## config.mk

```make
export PLATFORM = sky130hd
export DESIGN_NAME = envdsc_top
export DESIGN_NICKNAME = d
export VERILOG_FILES = /design/src/pkg/envdsc_pkg.sv /design/src/verilog/envdsc_top.sv
export SDC_FILE = /design/constraint.sdc
export NUM_CORES = 1
export LEC_CHECK = 0
export BUFFER_PORTS_ARGS = -buffer_cell sky130_fd_sc_hd__buf_2
export CAP_MARGIN = 20
export CORE_ASPECT_RATIO = 1.25
export CORE_MARGIN = 2
export CORE_UTILIZATION = 30
export DETAILED_ROUTE_END_ITERATION = 16
export HOLD_SLACK_MARGIN = 0.08
export SYNTH_ARGS = -nofsm -noshare
export SYNTH_HDL_FRONTEND = slang
export SYNTH_SLANG_ARGS = --single-unit
```

## constraint.sdc

```tcl
create_clock -name clock -period 6.12 [get_ports clock]
set_input_delay 1.224 -clock clock [delete_from_list [all_inputs] [get_ports clock]]
set_output_delay 1.224 -clock clock [all_outputs]
set_load 0.1 [all_outputs]
```

## src/pkg/envdsc_pkg.sv

```systemverilog
// package for the emulated nonvolatile data store controller
// assumes a 10 MHz system clock and an APB register bus
package envdsc_pkg;

    // clock and timing
    localparam int CLK_HZ       = 10_000_000;
    localparam int PROG_T_MS    = 2;
    localparam int PROG_BASE_CYC = (CLK_HZ / 1000) * PROG_T_MS;
    localparam int READ_CYC     = 2;
    localparam int TIMER_W      = 18;

    // store geometry
    localparam int NV_WORDS     = 32;
    localparam int NV_WIDTH     = 16;
    localparam int NV_AW        = 5;
    localparam int STAGE_WORDS  = 4;

    // register byte offsets
    localparam logic [7:0] OFF_ADDRESS = 8'h00;
    localparam logic [7:0] OFF_W0_LOW  = 8'h04;
    localparam logic [7:0] OFF_STEP    = 8'h08;
    localparam logic [7:0] OFF_HI_GAP  = 8'h04;
    localparam logic [7:0] OFF_CONTROL = 8'h24;
    localparam logic [7:0] OFF_IRQ_ST  = 8'h28;
    localparam logic [7:0] OFF_IRQ_MSK = 8'h2C;

    // control register fields
    localparam int CTL_TSEL_LSB = 6;
    localparam int CTL_ER_EN    = 5;
    localparam int CTL_ER_GO    = 4;
    localparam int CTL_WR_EN    = 3;
    localparam int CTL_WR_GO    = 2;
    localparam int CTL_RD_EN    = 1;
    localparam int CTL_RD_GO    = 0;

    // interrupt status fields
    localparam int IRQ_ERASE_DONE = 0;
    localparam int IRQ_WRITE_DONE = 1;
    localparam int IRQ_READ_DONE  = 2;
    localparam int IRQ_START_LOST = 3;
    localparam int IRQ_W          = 4;

    // reset values
    localparam logic [7:0]  RST_BYTE  = 8'h00;
    localparam logic [15:0] RST_WORD  = 16'h0000;
    localparam logic [15:0] ERASED    = 16'h0000;

endpackage

```

## src/verilog/envdsc_top.sv

```systemverilog
// emulated nonvolatile data store: 32 x 16 store, APB registers, op timer
// assumes an APB master on the same clock and that the CPU honours halt
//
// Operation
// - store holds 32 words of 16 bits
// - erase clears 16-word page by bit 4
// - write programs 4-word unit by bits 4..2
// - read fetches one word at full address
// - four staging words, byte halves, reset zero
// - time select gives 2, 4, 8, 16 ms
// - erase enable gates erase, auto clears
// - erase start runs erase, clears at end
// - erase start ignored without prior enable
// - write enable gates write, auto clears
// - write start needs prior enable, clears at end
// - read enable gates read, never auto clears
// - read start needs prior enable, clears at end
// - erase and write start must follow enable write immediately
// - erased page reads back all zeros
// - read result lands in first staging word
// - CPU halted while an operation runs
`timescale 1ns/1ps
module envdsc_top
    import envdsc_pkg::*;
#(
    parameter int PROG_CYC = PROG_BASE_CYC
) (
    input  wire logic        clock,
    input  wire logic        nrst,
    input  wire logic        psel,
    input  wire logic        penable,
    input  wire logic        pwrite,
    input  wire logic [7:0]  paddr,
    input  wire logic [31:0] pwdata,
    output logic      [31:0] prdata,
    output logic             pready,
    output logic             pslverr,
    output logic             cpu_halt,
    output logic             irq
);

    typedef enum logic [3:0] {
        ST_IDLE  = 4'b0001,
        ST_ERASE = 4'b0010,
        ST_WRITE = 4'b0100,
        ST_READ  = 4'b1000
    } envdsc_state_t;

    ////////////////////////////////////////////////////////////////////////
    // state
    envdsc_state_t           state;
    logic [TIMER_W-1:0]      timer;
    logic [NV_WIDTH-1:0]     mem [NV_WORDS];
    logic [NV_WIDTH-1:0]     stage [STAGE_WORDS];
    logic [NV_AW-1:0]        nv_address;
    logic [1:0]              time_sel;
    logic                    erase_enable;
    logic                    erase_start;
    logic                    write_enable;
    logic                    write_start;
    logic                    read_enable;
    logic                    read_start;
    logic                    fresh_erase;
    logic                    fresh_write;
    logic [IRQ_W-1:0]        irq_status;
    logic [IRQ_W-1:0]        irq_mask;

    ////////////////////////////////////////////////////////////////////////
    // bus decode
    wire apb_done  = psel && penable && pready;
    wire apb_wr    = apb_done && pwrite;
    wire apb_rd    = apb_done && !pwrite;
    wire hit_addr  = paddr == OFF_ADDRESS;
    wire hit_ctl   = paddr == OFF_CONTROL;
    wire hit_ist   = paddr == OFF_IRQ_ST;
    wire hit_imsk  = paddr == OFF_IRQ_MSK;
    wire wr_ctl    = apb_wr && hit_ctl;
    wire busy      = state != ST_IDLE;
    wire finishing = busy && timer == TIMER_W'(1);

    function automatic logic hit_stage(input logic [7:0] a,
                                       input int n,
                                       input logic hi);
        logic [7:0] base;
        base = OFF_W0_LOW + 8'(n) * OFF_STEP;
        hit_stage = a == (hi ? base + OFF_HI_GAP : base);
    endfunction

    logic [STAGE_WORDS-1:0] hit_lo;
    logic [STAGE_WORDS-1:0] hit_hi;
    for (genvar n = 0; n < STAGE_WORDS; n++) begin : g_hit
        assign hit_lo[n] = hit_stage(paddr, n, 1'b0);
        assign hit_hi[n] = hit_stage(paddr, n, 1'b1);
    end
    wire hit_any = hit_addr || hit_ctl || hit_ist || hit_imsk
                   || (|hit_lo) || (|hit_hi);

    ////////////////////////////////////////////////////////////////////////
    // start acceptance
    wire go_er   = pwdata[CTL_ER_GO] && pwdata[CTL_ER_EN];
    wire go_wr   = pwdata[CTL_WR_GO] && pwdata[CTL_WR_EN];
    wire go_rd   = pwdata[CTL_RD_GO] && pwdata[CTL_RD_EN];
    wire accept_erase = wr_ctl && go_er && erase_enable && fresh_erase;
    wire accept_write = wr_ctl && go_wr && write_enable && fresh_write
                        && !accept_erase;
    wire accept_read  = wr_ctl && go_rd && read_enable
                        && !accept_erase && !accept_write;
    wire accept_any   = accept_erase || accept_write || accept_read;
    wire start_lost   = wr_ctl && !accept_any
                        && (pwdata[CTL_ER_GO] || pwdata[CTL_WR_GO]
                            || pwdata[CTL_RD_GO]);

    wire [TIMER_W-1:0] prog_dur = TIMER_W'(PROG_CYC) << time_sel;
    wire [TIMER_W-1:0] read_dur = TIMER_W'(READ_CYC);

    ////////////////////////////////////////////////////////////////////////
    // read mux
    wire [7:0] ctl_value = {time_sel, erase_enable, erase_start,
                            write_enable, write_start,
                            read_enable, read_start};
    logic [7:0] stage_value;
    always_comb begin
        stage_value = RST_BYTE;
        for (int n = 0; n < STAGE_WORDS; n++) begin
            if (hit_lo[n]) begin
                stage_value = stage[n][7:0];
            end
            if (hit_hi[n]) begin
                stage_value = stage[n][15:8];
            end
        end
    end
    wire [7:0] rd_value = hit_addr ? {3'h0, nv_address} :
                          hit_ctl  ? ctl_value :
                          hit_ist  ? {4'h0, irq_status} :
                          hit_imsk ? {4'h0, irq_mask} : stage_value;

    // access phase stalls while an operation runs
    wire next_pready = psel && !pready && !busy;

    always_ff @(posedge clock or negedge nrst) begin
        if (!nrst) begin
            pready  <= 1'b0;
            prdata  <= 32'h0000_0000;
            pslverr <= 1'b0;
        end else begin
            pready  <= next_pready;
            prdata  <= next_pready ? {24'h00_0000, rd_value} : 32'h0000_0000;
            pslverr <= next_pready && !hit_any;
        end
    end

    ////////////////////////////////////////////////////////////////////////
    // control register
    always_ff @(posedge clock or negedge nrst) begin
        if (!nrst) begin
            nv_address   <= 5'h00;
            time_sel     <= 2'h0;
            erase_enable <= 1'b0;
            erase_start  <= 1'b0;
            write_enable <= 1'b0;
            write_start  <= 1'b0;
            read_enable  <= 1'b0;
            read_start   <= 1'b0;
        end else if (wr_ctl) begin
            time_sel     <= pwdata[CTL_TSEL_LSB +: 2];
            erase_enable <= pwdata[CTL_ER_EN];
            write_enable <= pwdata[CTL_WR_EN];
            read_enable  <= pwdata[CTL_RD_EN];
            erase_start  <= accept_erase;
            write_start  <= accept_write;
            read_start   <= accept_read;
        end else if (finishing) begin
            case (state)
                ST_ERASE: begin
                    erase_enable <= 1'b0;
                    erase_start  <= 1'b0;
                end
                ST_WRITE: begin
                    write_enable <= 1'b0;
                    write_start  <= 1'b0;
                end
                ST_READ: begin
                    read_start   <= 1'b0;
                end
                default: begin
                    read_start   <= read_start;
                end
            endcase
        end else if (apb_wr && hit_addr) begin
            nv_address   <= pwdata[NV_AW-1:0];
        end
    end

    // enable set by the previous transfer, any other transfer stales it
    always_ff @(posedge clock or negedge nrst) begin
        if (!nrst) begin
            fresh_erase <= 1'b0;
            fresh_write <= 1'b0;
        end else if (apb_done) begin
            fresh_erase <= wr_ctl && pwdata[CTL_ER_EN]
                           && !pwdata[CTL_ER_GO] && !erase_enable;
            fresh_write <= wr_ctl && pwdata[CTL_WR_EN]
                           && !pwdata[CTL_WR_GO] && !write_enable;
        end
    end

    ////////////////////////////////////////////////////////////////////////
    // operation sequencer
    always_ff @(posedge clock or negedge nrst) begin
        if (!nrst) begin
            state <= ST_IDLE;
            timer <= '0;
        end else begin
            case (state)
                ST_IDLE: begin
                    if (accept_erase) begin
                        state <= ST_ERASE;
                        timer <= prog_dur;
                    end else if (accept_write) begin
                        state <= ST_WRITE;
                        timer <= prog_dur;
                    end else if (accept_read) begin
                        state <= ST_READ;
                        timer <= read_dur;
                    end
                end
                ST_ERASE, ST_WRITE, ST_READ: begin
                    timer <= timer - TIMER_W'(1);
                    if (finishing) begin
                        state <= ST_IDLE;
                    end
                end
                default: begin
                    state <= ST_IDLE;
                end
            endcase
        end
    end

    always_ff @(posedge clock or negedge nrst) begin
        if (!nrst) begin
            cpu_halt <= 1'b0;
        end else begin
            cpu_halt <= accept_any || (busy && !finishing);
        end
    end

    ////////////////////////////////////////////////////////////////////////
    // store array, kept across reset
    always_ff @(posedge clock) begin
        if (finishing && state == ST_ERASE) begin
            for (int i = 0; i < NV_WORDS / 2; i++) begin
                mem[{nv_address[4], 4'(i)}] <= ERASED;
            end
        end else if (finishing && state == ST_WRITE) begin
            for (int n = 0; n < STAGE_WORDS; n++) begin
                mem[{nv_address[4:2], 2'(n)}] <= stage[n];
            end
        end
    end

    ////////////////////////////////////////////////////////////////////////
    // staging words
    wire [NV_WIDTH-1:0] fetched = mem[nv_address];
    for (genvar n = 0; n < STAGE_WORDS; n++) begin : g_stage
        wire read_load = (n == 0) && finishing && state == ST_READ;
        always_ff @(posedge clock or negedge nrst) begin
            if (!nrst) begin
                stage[n] <= RST_WORD;
            end else if (read_load) begin
                stage[n] <= fetched;
            end else if (apb_wr && hit_lo[n]) begin
                stage[n][7:0] <= pwdata[7:0];
            end else if (apb_wr && hit_hi[n]) begin
                stage[n][15:8] <= pwdata[7:0];
            end
        end
    end

    ////////////////////////////////////////////////////////////////////////
    // interrupts: set wins over read clear
    wire [IRQ_W-1:0] irq_set = {start_lost,
                                finishing && state == ST_READ,
                                finishing && state == ST_WRITE,
                                finishing && state == ST_ERASE};
    wire [IRQ_W-1:0] next_irq_status =
        ((apb_rd && hit_ist) ? '0 : irq_status) | irq_set;
    wire [IRQ_W-1:0] next_irq_mask =
        (apb_wr && hit_imsk) ? pwdata[IRQ_W-1:0] : irq_mask;

    always_ff @(posedge clock or negedge nrst) begin
        if (!nrst) begin
            irq_status <= '0;
            irq_mask   <= '0;
            irq        <= 1'b0;
        end else begin
            irq_status <= next_irq_status;
            irq_mask   <= next_irq_mask;
            irq        <= |(next_irq_status & next_irq_mask);
        end
    end

    ////////////////////////////////////////////////////////////////////////
    // checks
    a_erase_gate_off:
    assert property (@(posedge clock) disable iff (!nrst)
        wr_ctl && pwdata[CTL_ER_GO] && !erase_enable
        |=> !erase_start && state != ST_ERASE)
        else $error("erase started without prior enable");

    a_erase_pair_fresh:
    assert property (@(posedge clock) disable iff (!nrst)
        wr_ctl && go_er && !fresh_erase |=> state != ST_ERASE)
        else $error("erase accepted without consecutive enable");

    a_write_gate_off:
    assert property (@(posedge clock) disable iff (!nrst)
        wr_ctl && pwdata[CTL_WR_GO] && !write_enable
        |=> !write_start && state != ST_WRITE)
        else $error("write started without prior enable");

    a_erase_end_clears:
    assert property (@(posedge clock) disable iff (!nrst)
        finishing && state == ST_ERASE
        |=> !erase_enable && !erase_start && state == ST_IDLE)
        else $error("erase end did not clear control bits");

    a_write_end_clears:
    assert property (@(posedge clock) disable iff (!nrst)
        finishing && state == ST_WRITE |=> !write_enable && !write_start)
        else $error("write end did not clear control bits");

    a_read_keeps_en:
    assert property (@(posedge clock) disable iff (!nrst)
        finishing && state == ST_READ
        |=> read_enable == $past(read_enable) && !read_start)
        else $error("read end handled enable or start wrongly");

    a_prog_time_sel:
    assert property (@(posedge clock) disable iff (!nrst)
        accept_erase || accept_write
        |=> timer == TIMER_W'(PROG_CYC) << $past(time_sel))
        else $error("program time does not follow selection");

    a_read_result_word:
    assert property (@(posedge clock) disable iff (!nrst)
        finishing && state == ST_READ |=> stage[0] == $past(fetched))
        else $error("read word not placed in first staging word");

    a_erase_page_zero:
    assert property (@(posedge clock) disable iff (!nrst)
        finishing && state == ST_ERASE
        |=> mem[{nv_address[4], 4'h0}] == ERASED
            && mem[{nv_address[4], 4'hF}] == ERASED)
        else $error("erased page not all zero");

    a_write_unit_map:
    assert property (@(posedge clock) disable iff (!nrst)
        finishing && state == ST_WRITE
        |=> mem[{nv_address[4:2], 2'h3}] == $past(stage[3]))
        else $error("staging word not at unit address");

    a_halt_while_busy:
    assert property (@(posedge clock) disable iff (!nrst)
        busy |-> cpu_halt && !pready)
        else $error("cpu not halted during operation");

endmodule

```

==> run summary <==
The path type of the worst setup path is reg -> reg. By area the synthesized netlist is led by sky130_fd_sc_hd__edfxtp_1 52%, sky130_fd_sc_hd__dfrtp_1 10%, sky130_fd_sc_hd__and2_1 8.1%. The count of port buffers added during placement works out to 32. STA classifies the critical path endpoint as a flip-flop. The region available for standard cell placement spans 0.0977 mm². The cell with the largest stage delay on the worst path was sky130_fd_sc_hd__o21ai_4.

The top cell type by total area after synthesis was sky130_fd_sc_hd__edfxtp_1. The proportion of total power due to net switching is 21.0%, and the count of standard-cell rows is 128. The post-detailed-route DRC marker count was 0. The worst register-to-register path ends at mem[29][13]. Setup repair after global routing left no endpoint under its margin.

Sequential cells account for 54.0% of the total power. The most critical setup path has its endpoint at mem[29][13]. The area share of the largest cell type after synthesis was 51.9%.

The detail route stage leaves a number of antenna-violating nets equal to 0. Gates resized during post-CTS repair numbered 0. The setup slack of the worst register-to-register path is 1.93 ns, and the residual overflow from global routing is 0. Counting along the longest clock path gives a buffer depth of 3. Once the floorplan was initialized, standard cells occupied 30.3% of the core. Traced cell by cell, the critical path runs through nor3_1, and4_1, nand4_1, o21ai_4, buf_4. The initial antenna violation count is 5, and the via count of the first global-routing pass is 18,800.

The worst setup path is launched from a flip-flop. The synthesized instance count is 2,115, and the maximum fanout along the worst path is 24. The worst max-slew margin expressed relative to the limit was 25.8%. 81 I/O pins were placed. Routability congestion estimate: 0.962. The tool flagged a number of max-cap violations equal to 0. After legalization and detailed placement, the total HPWL measured 47.5 mm.

The logs give 57 for the number of buffers added by the clock tree synthesis step and 62.2% for the proportion of synthesized chip area in sequential cells. The final critical-path required period works out to 4.19 ns. Per report_power, the clock group accounts for 43.7% of the total. The first detailed-routing pass ran for 6 iterations. Die height: 355 µm.

Entering global routing, the biggest net connects 73 pins. The tools report the CTS root buffer as sky130_fd_sc_hd__clkbuf_16. The tools report the clock network latency to the later pin of the worst-skew pair as 0.62 ns. In this run the power density over the cells is 258 mW/mm². The final route contains 18,012 vias. The clock skew after layout was 0.0198 ns. Global routing consumed, over all layers together, 15.3% of the routing resources. The run gives 0 as the final number of max-transition violations. Primary flip-flop cell chosen by synthesis mapping: sky130_fd_sc_hd__edfxtp_1. Once routing completed, OpenROAD measured the worst setup slack at 1.93 ns. TritonCTS built the clock tree. Combinational logic is responsible for 2.3% of the overall power. For the count of routing violations after the opening detailed-route iteration, the log shows 1,564. Measured along the x axis, the die boundary spans 285 µm.

The number of levels the H-tree was split into came out at 2. The synthesized netlist contains 92 unique library cells. The first global-routing pass estimated 117 mm of wire. The reported net switching power was 1.79 mW; the portion of the clock cycle consumed by the worst path in the final layout was 68.4%. The floorplan step defined a die boundary enclosing 0.101 mm².

The synthesized design contains 512 enable-type register cells. Summing internal, switching and leakage power gives 8.53 mW. The slew at the pin closest to its max-slew limit is 1.11 ns, and the number of cells on the worst reg-to-reg path is 5. A synthesized cell averages 14.0 µm².

Dividing the detail-routed via count by the number of cells gives 5.25. Relative to the synthesized area, the layout overhead comes to 11.6%. In this design, the stage delay of the slowest critical-path cell is 1.03 ns.

The tools report the hold buffer count at CTS as 0. In this run the critical register-to-register path is launched from timer[14]. The number of setup buffers added after CTS was 0; the number of endpoints with negative hold slack in the final report was 0.

The number of storage elements in the synthesis netlist is 633. The launch point of the critical path was timer[14]. The class of the worst hold path was reg -> reg.

Data on the critical path is required at its endpoint by 6.38 ns. The internal portion of the total power is 6.74 mW. The worst endpoint data arrival time was 4.44 ns; the number of sinks driven by the clock tree was 633. The run gives 0.239 GHz as the highest attainable clock frequency. The proportion of layout cells with a drive suffix above 1 is 19.1%, and the total detailed-routing wirelength is 78.4 mm. The per-cell routed wire length came out at 22.8 µm. Summed over all cells, the static leakage comes to 10.2 nW. The net count of the finished layout is 2,133. After clock tree synthesis, the clock-pin slew on the worst setup and hold paths is 0.08 ns. The run finished with clean final reports.

Yosys synthesis warning count: 0. After synthesis, the share of flip-flops with an asynchronous set or reset is 19.1%. Setup violations remaining at the end of the flow were counted as 0. The tools report the total standard cell area after synthesis as 0.0296 mm². The logs give 2.00 ns for the setup slack after placement and 208 µV for the maximum resistive drop on vdd.
[registers in the layout (all words and copies together), names as in the netlist, 4 cells and up]
name / cells
prdata: 8
irq_mask: 4
stage: 64
mem: 512
irq_status: 4
timer: 18
nv_address: 5
state: 4
[power groups by stage]
stage	Sequential (mW)	Clock (mW)	Combinational [mW]
floorplan	4.71	0	0.138
global placement	4.70	0	0.190
detailed placement	4.70	0	0.191
CTS	4.61	3.78	0.192
global route	4.61	3.94	0.202
finish	4.61	3.73	0.194
[how the worst min path moves through the flow]
stage,start,endpoint,depth (start not counted)
final,fresh_write,fresh_write,2
after global routing,irq_status[2],irq_status[2],2
after CTS,fresh_write,fresh_write,2
after detailed placement,fresh_write,fresh_write,2
after global placement,fresh_write,fresh_write,2
after floorplan,fresh_erase,fresh_erase,2
[layout make-up]
type                       count  area [µm²]
antenna                        3        7.51
sequential                   633       18400
fill                        9473       64700
multi-input combinational   1310       10500
tap                         1300        1630
clock inverter                32         323
clock buffer                  76        1610
inverter                      13        48.8
timing repair buffer          67         499
[cell families (layout without fill, tap and decap cells)]
group	Yosys count	count (layout)	share of synthesized area, %
AND/OR/NAND/NOR	803	803	16.7
flip-flops	633	633	62.2
AO/OA/AOI/OAI	260	260	5.87
multiplexers	212	212	11.7
buffers and inverters	195	188	3.13
adder cells (fa/ha/maj)	6	6	0.254
XOR/XNOR	5	5	0.148
other	1	27	0.0127
[cells in the mapped netlist (all sizes together), types with 31 or more instances]
master	count
nand3	35
nand2	67
buf	81
nor2b	39
a211oi	39
and3	128
edfxtp	512
and2	385
o21ai	60
nor2	31
mux4	96
o22ai	72
mux2	104
clkbuf	101
dfrtp	120
[worst max-delay path: cells and delay by family, from the launching register on]
| family | cells | cell delay [ns] |
|---|---|---|
| simple gates | 3 | 1.85 |
| buf+inv | 1 | 0.48 |
| flops | 1 | 0.41 |
| compound gates | 1 | 1.03 |
[metal layers]
| metal | wire, µm | global-route usage [%] |
|---|---|---|
| met5 | 57 | 0 |
| met3 | 4250 | 2.28 |
| met2 | 39800 | 27.4 |
| met4 | 3950 | 7.26 |
| met1 | 30300 | 17.8 |
[placed cells by master, fill, tap and decap left out, types with 15 or more instances in the layout]
master	instances
sky130_fd_sc_hd__edfxtp_1	512
sky130_fd_sc_hd__o22ai_1	71
sky130_fd_sc_hd__conb_1	24
sky130_fd_sc_hd__and2_1	384
sky130_fd_sc_hd__mux4_2	96
sky130_fd_sc_hd__nand3_1	32
sky130_fd_sc_hd__buf_4	30
sky130_fd_sc_hd__nor3_1	15
sky130_fd_sc_hd__a211oi_1	39
sky130_fd_sc_hd__dfrtp_1	118
sky130_fd_sc_hd__nor2b_1	37
sky130_fd_sc_hd__or4_1	19
sky130_fd_sc_hd__clkbuf_16	60
sky130_fd_sc_hd__mux2_2	104
sky130_fd_sc_hd__and3_1	128
sky130_fd_sc_hd__nand2_1	64
sky130_fd_sc_hd__buf_2	31
sky130_fd_sc_hd__nor2_1	26
sky130_fd_sc_hd__or3_1	17
sky130_fd_sc_hd__a21oi_1	15
sky130_fd_sc_hd__o21ai_0	57
[per-stage QoR]
stage | std cells | instance area (µm²) | hold slack (ns) | util [%] | setup TNS (ns)
2_1_floorplan | 2138 | 29700 | 0.442 | - | -70.02
3_3_place_gp | 3321 | 31000 | 0.459 | 31.8 | 0
3_5_place_dp | 3323 | 31100 | 0.475 | 31.8 | 0
4_1_cts | 3431 | 33000 | 0.492 | 33.8 | 0
5_1_grt | 3431 | 33000 | 0.536 | 33.8 | 0
6_report | 3434 | 33000 | 0.495 | 33.8 | 0
Note: power is estimated with default switching activity, not from simulation.
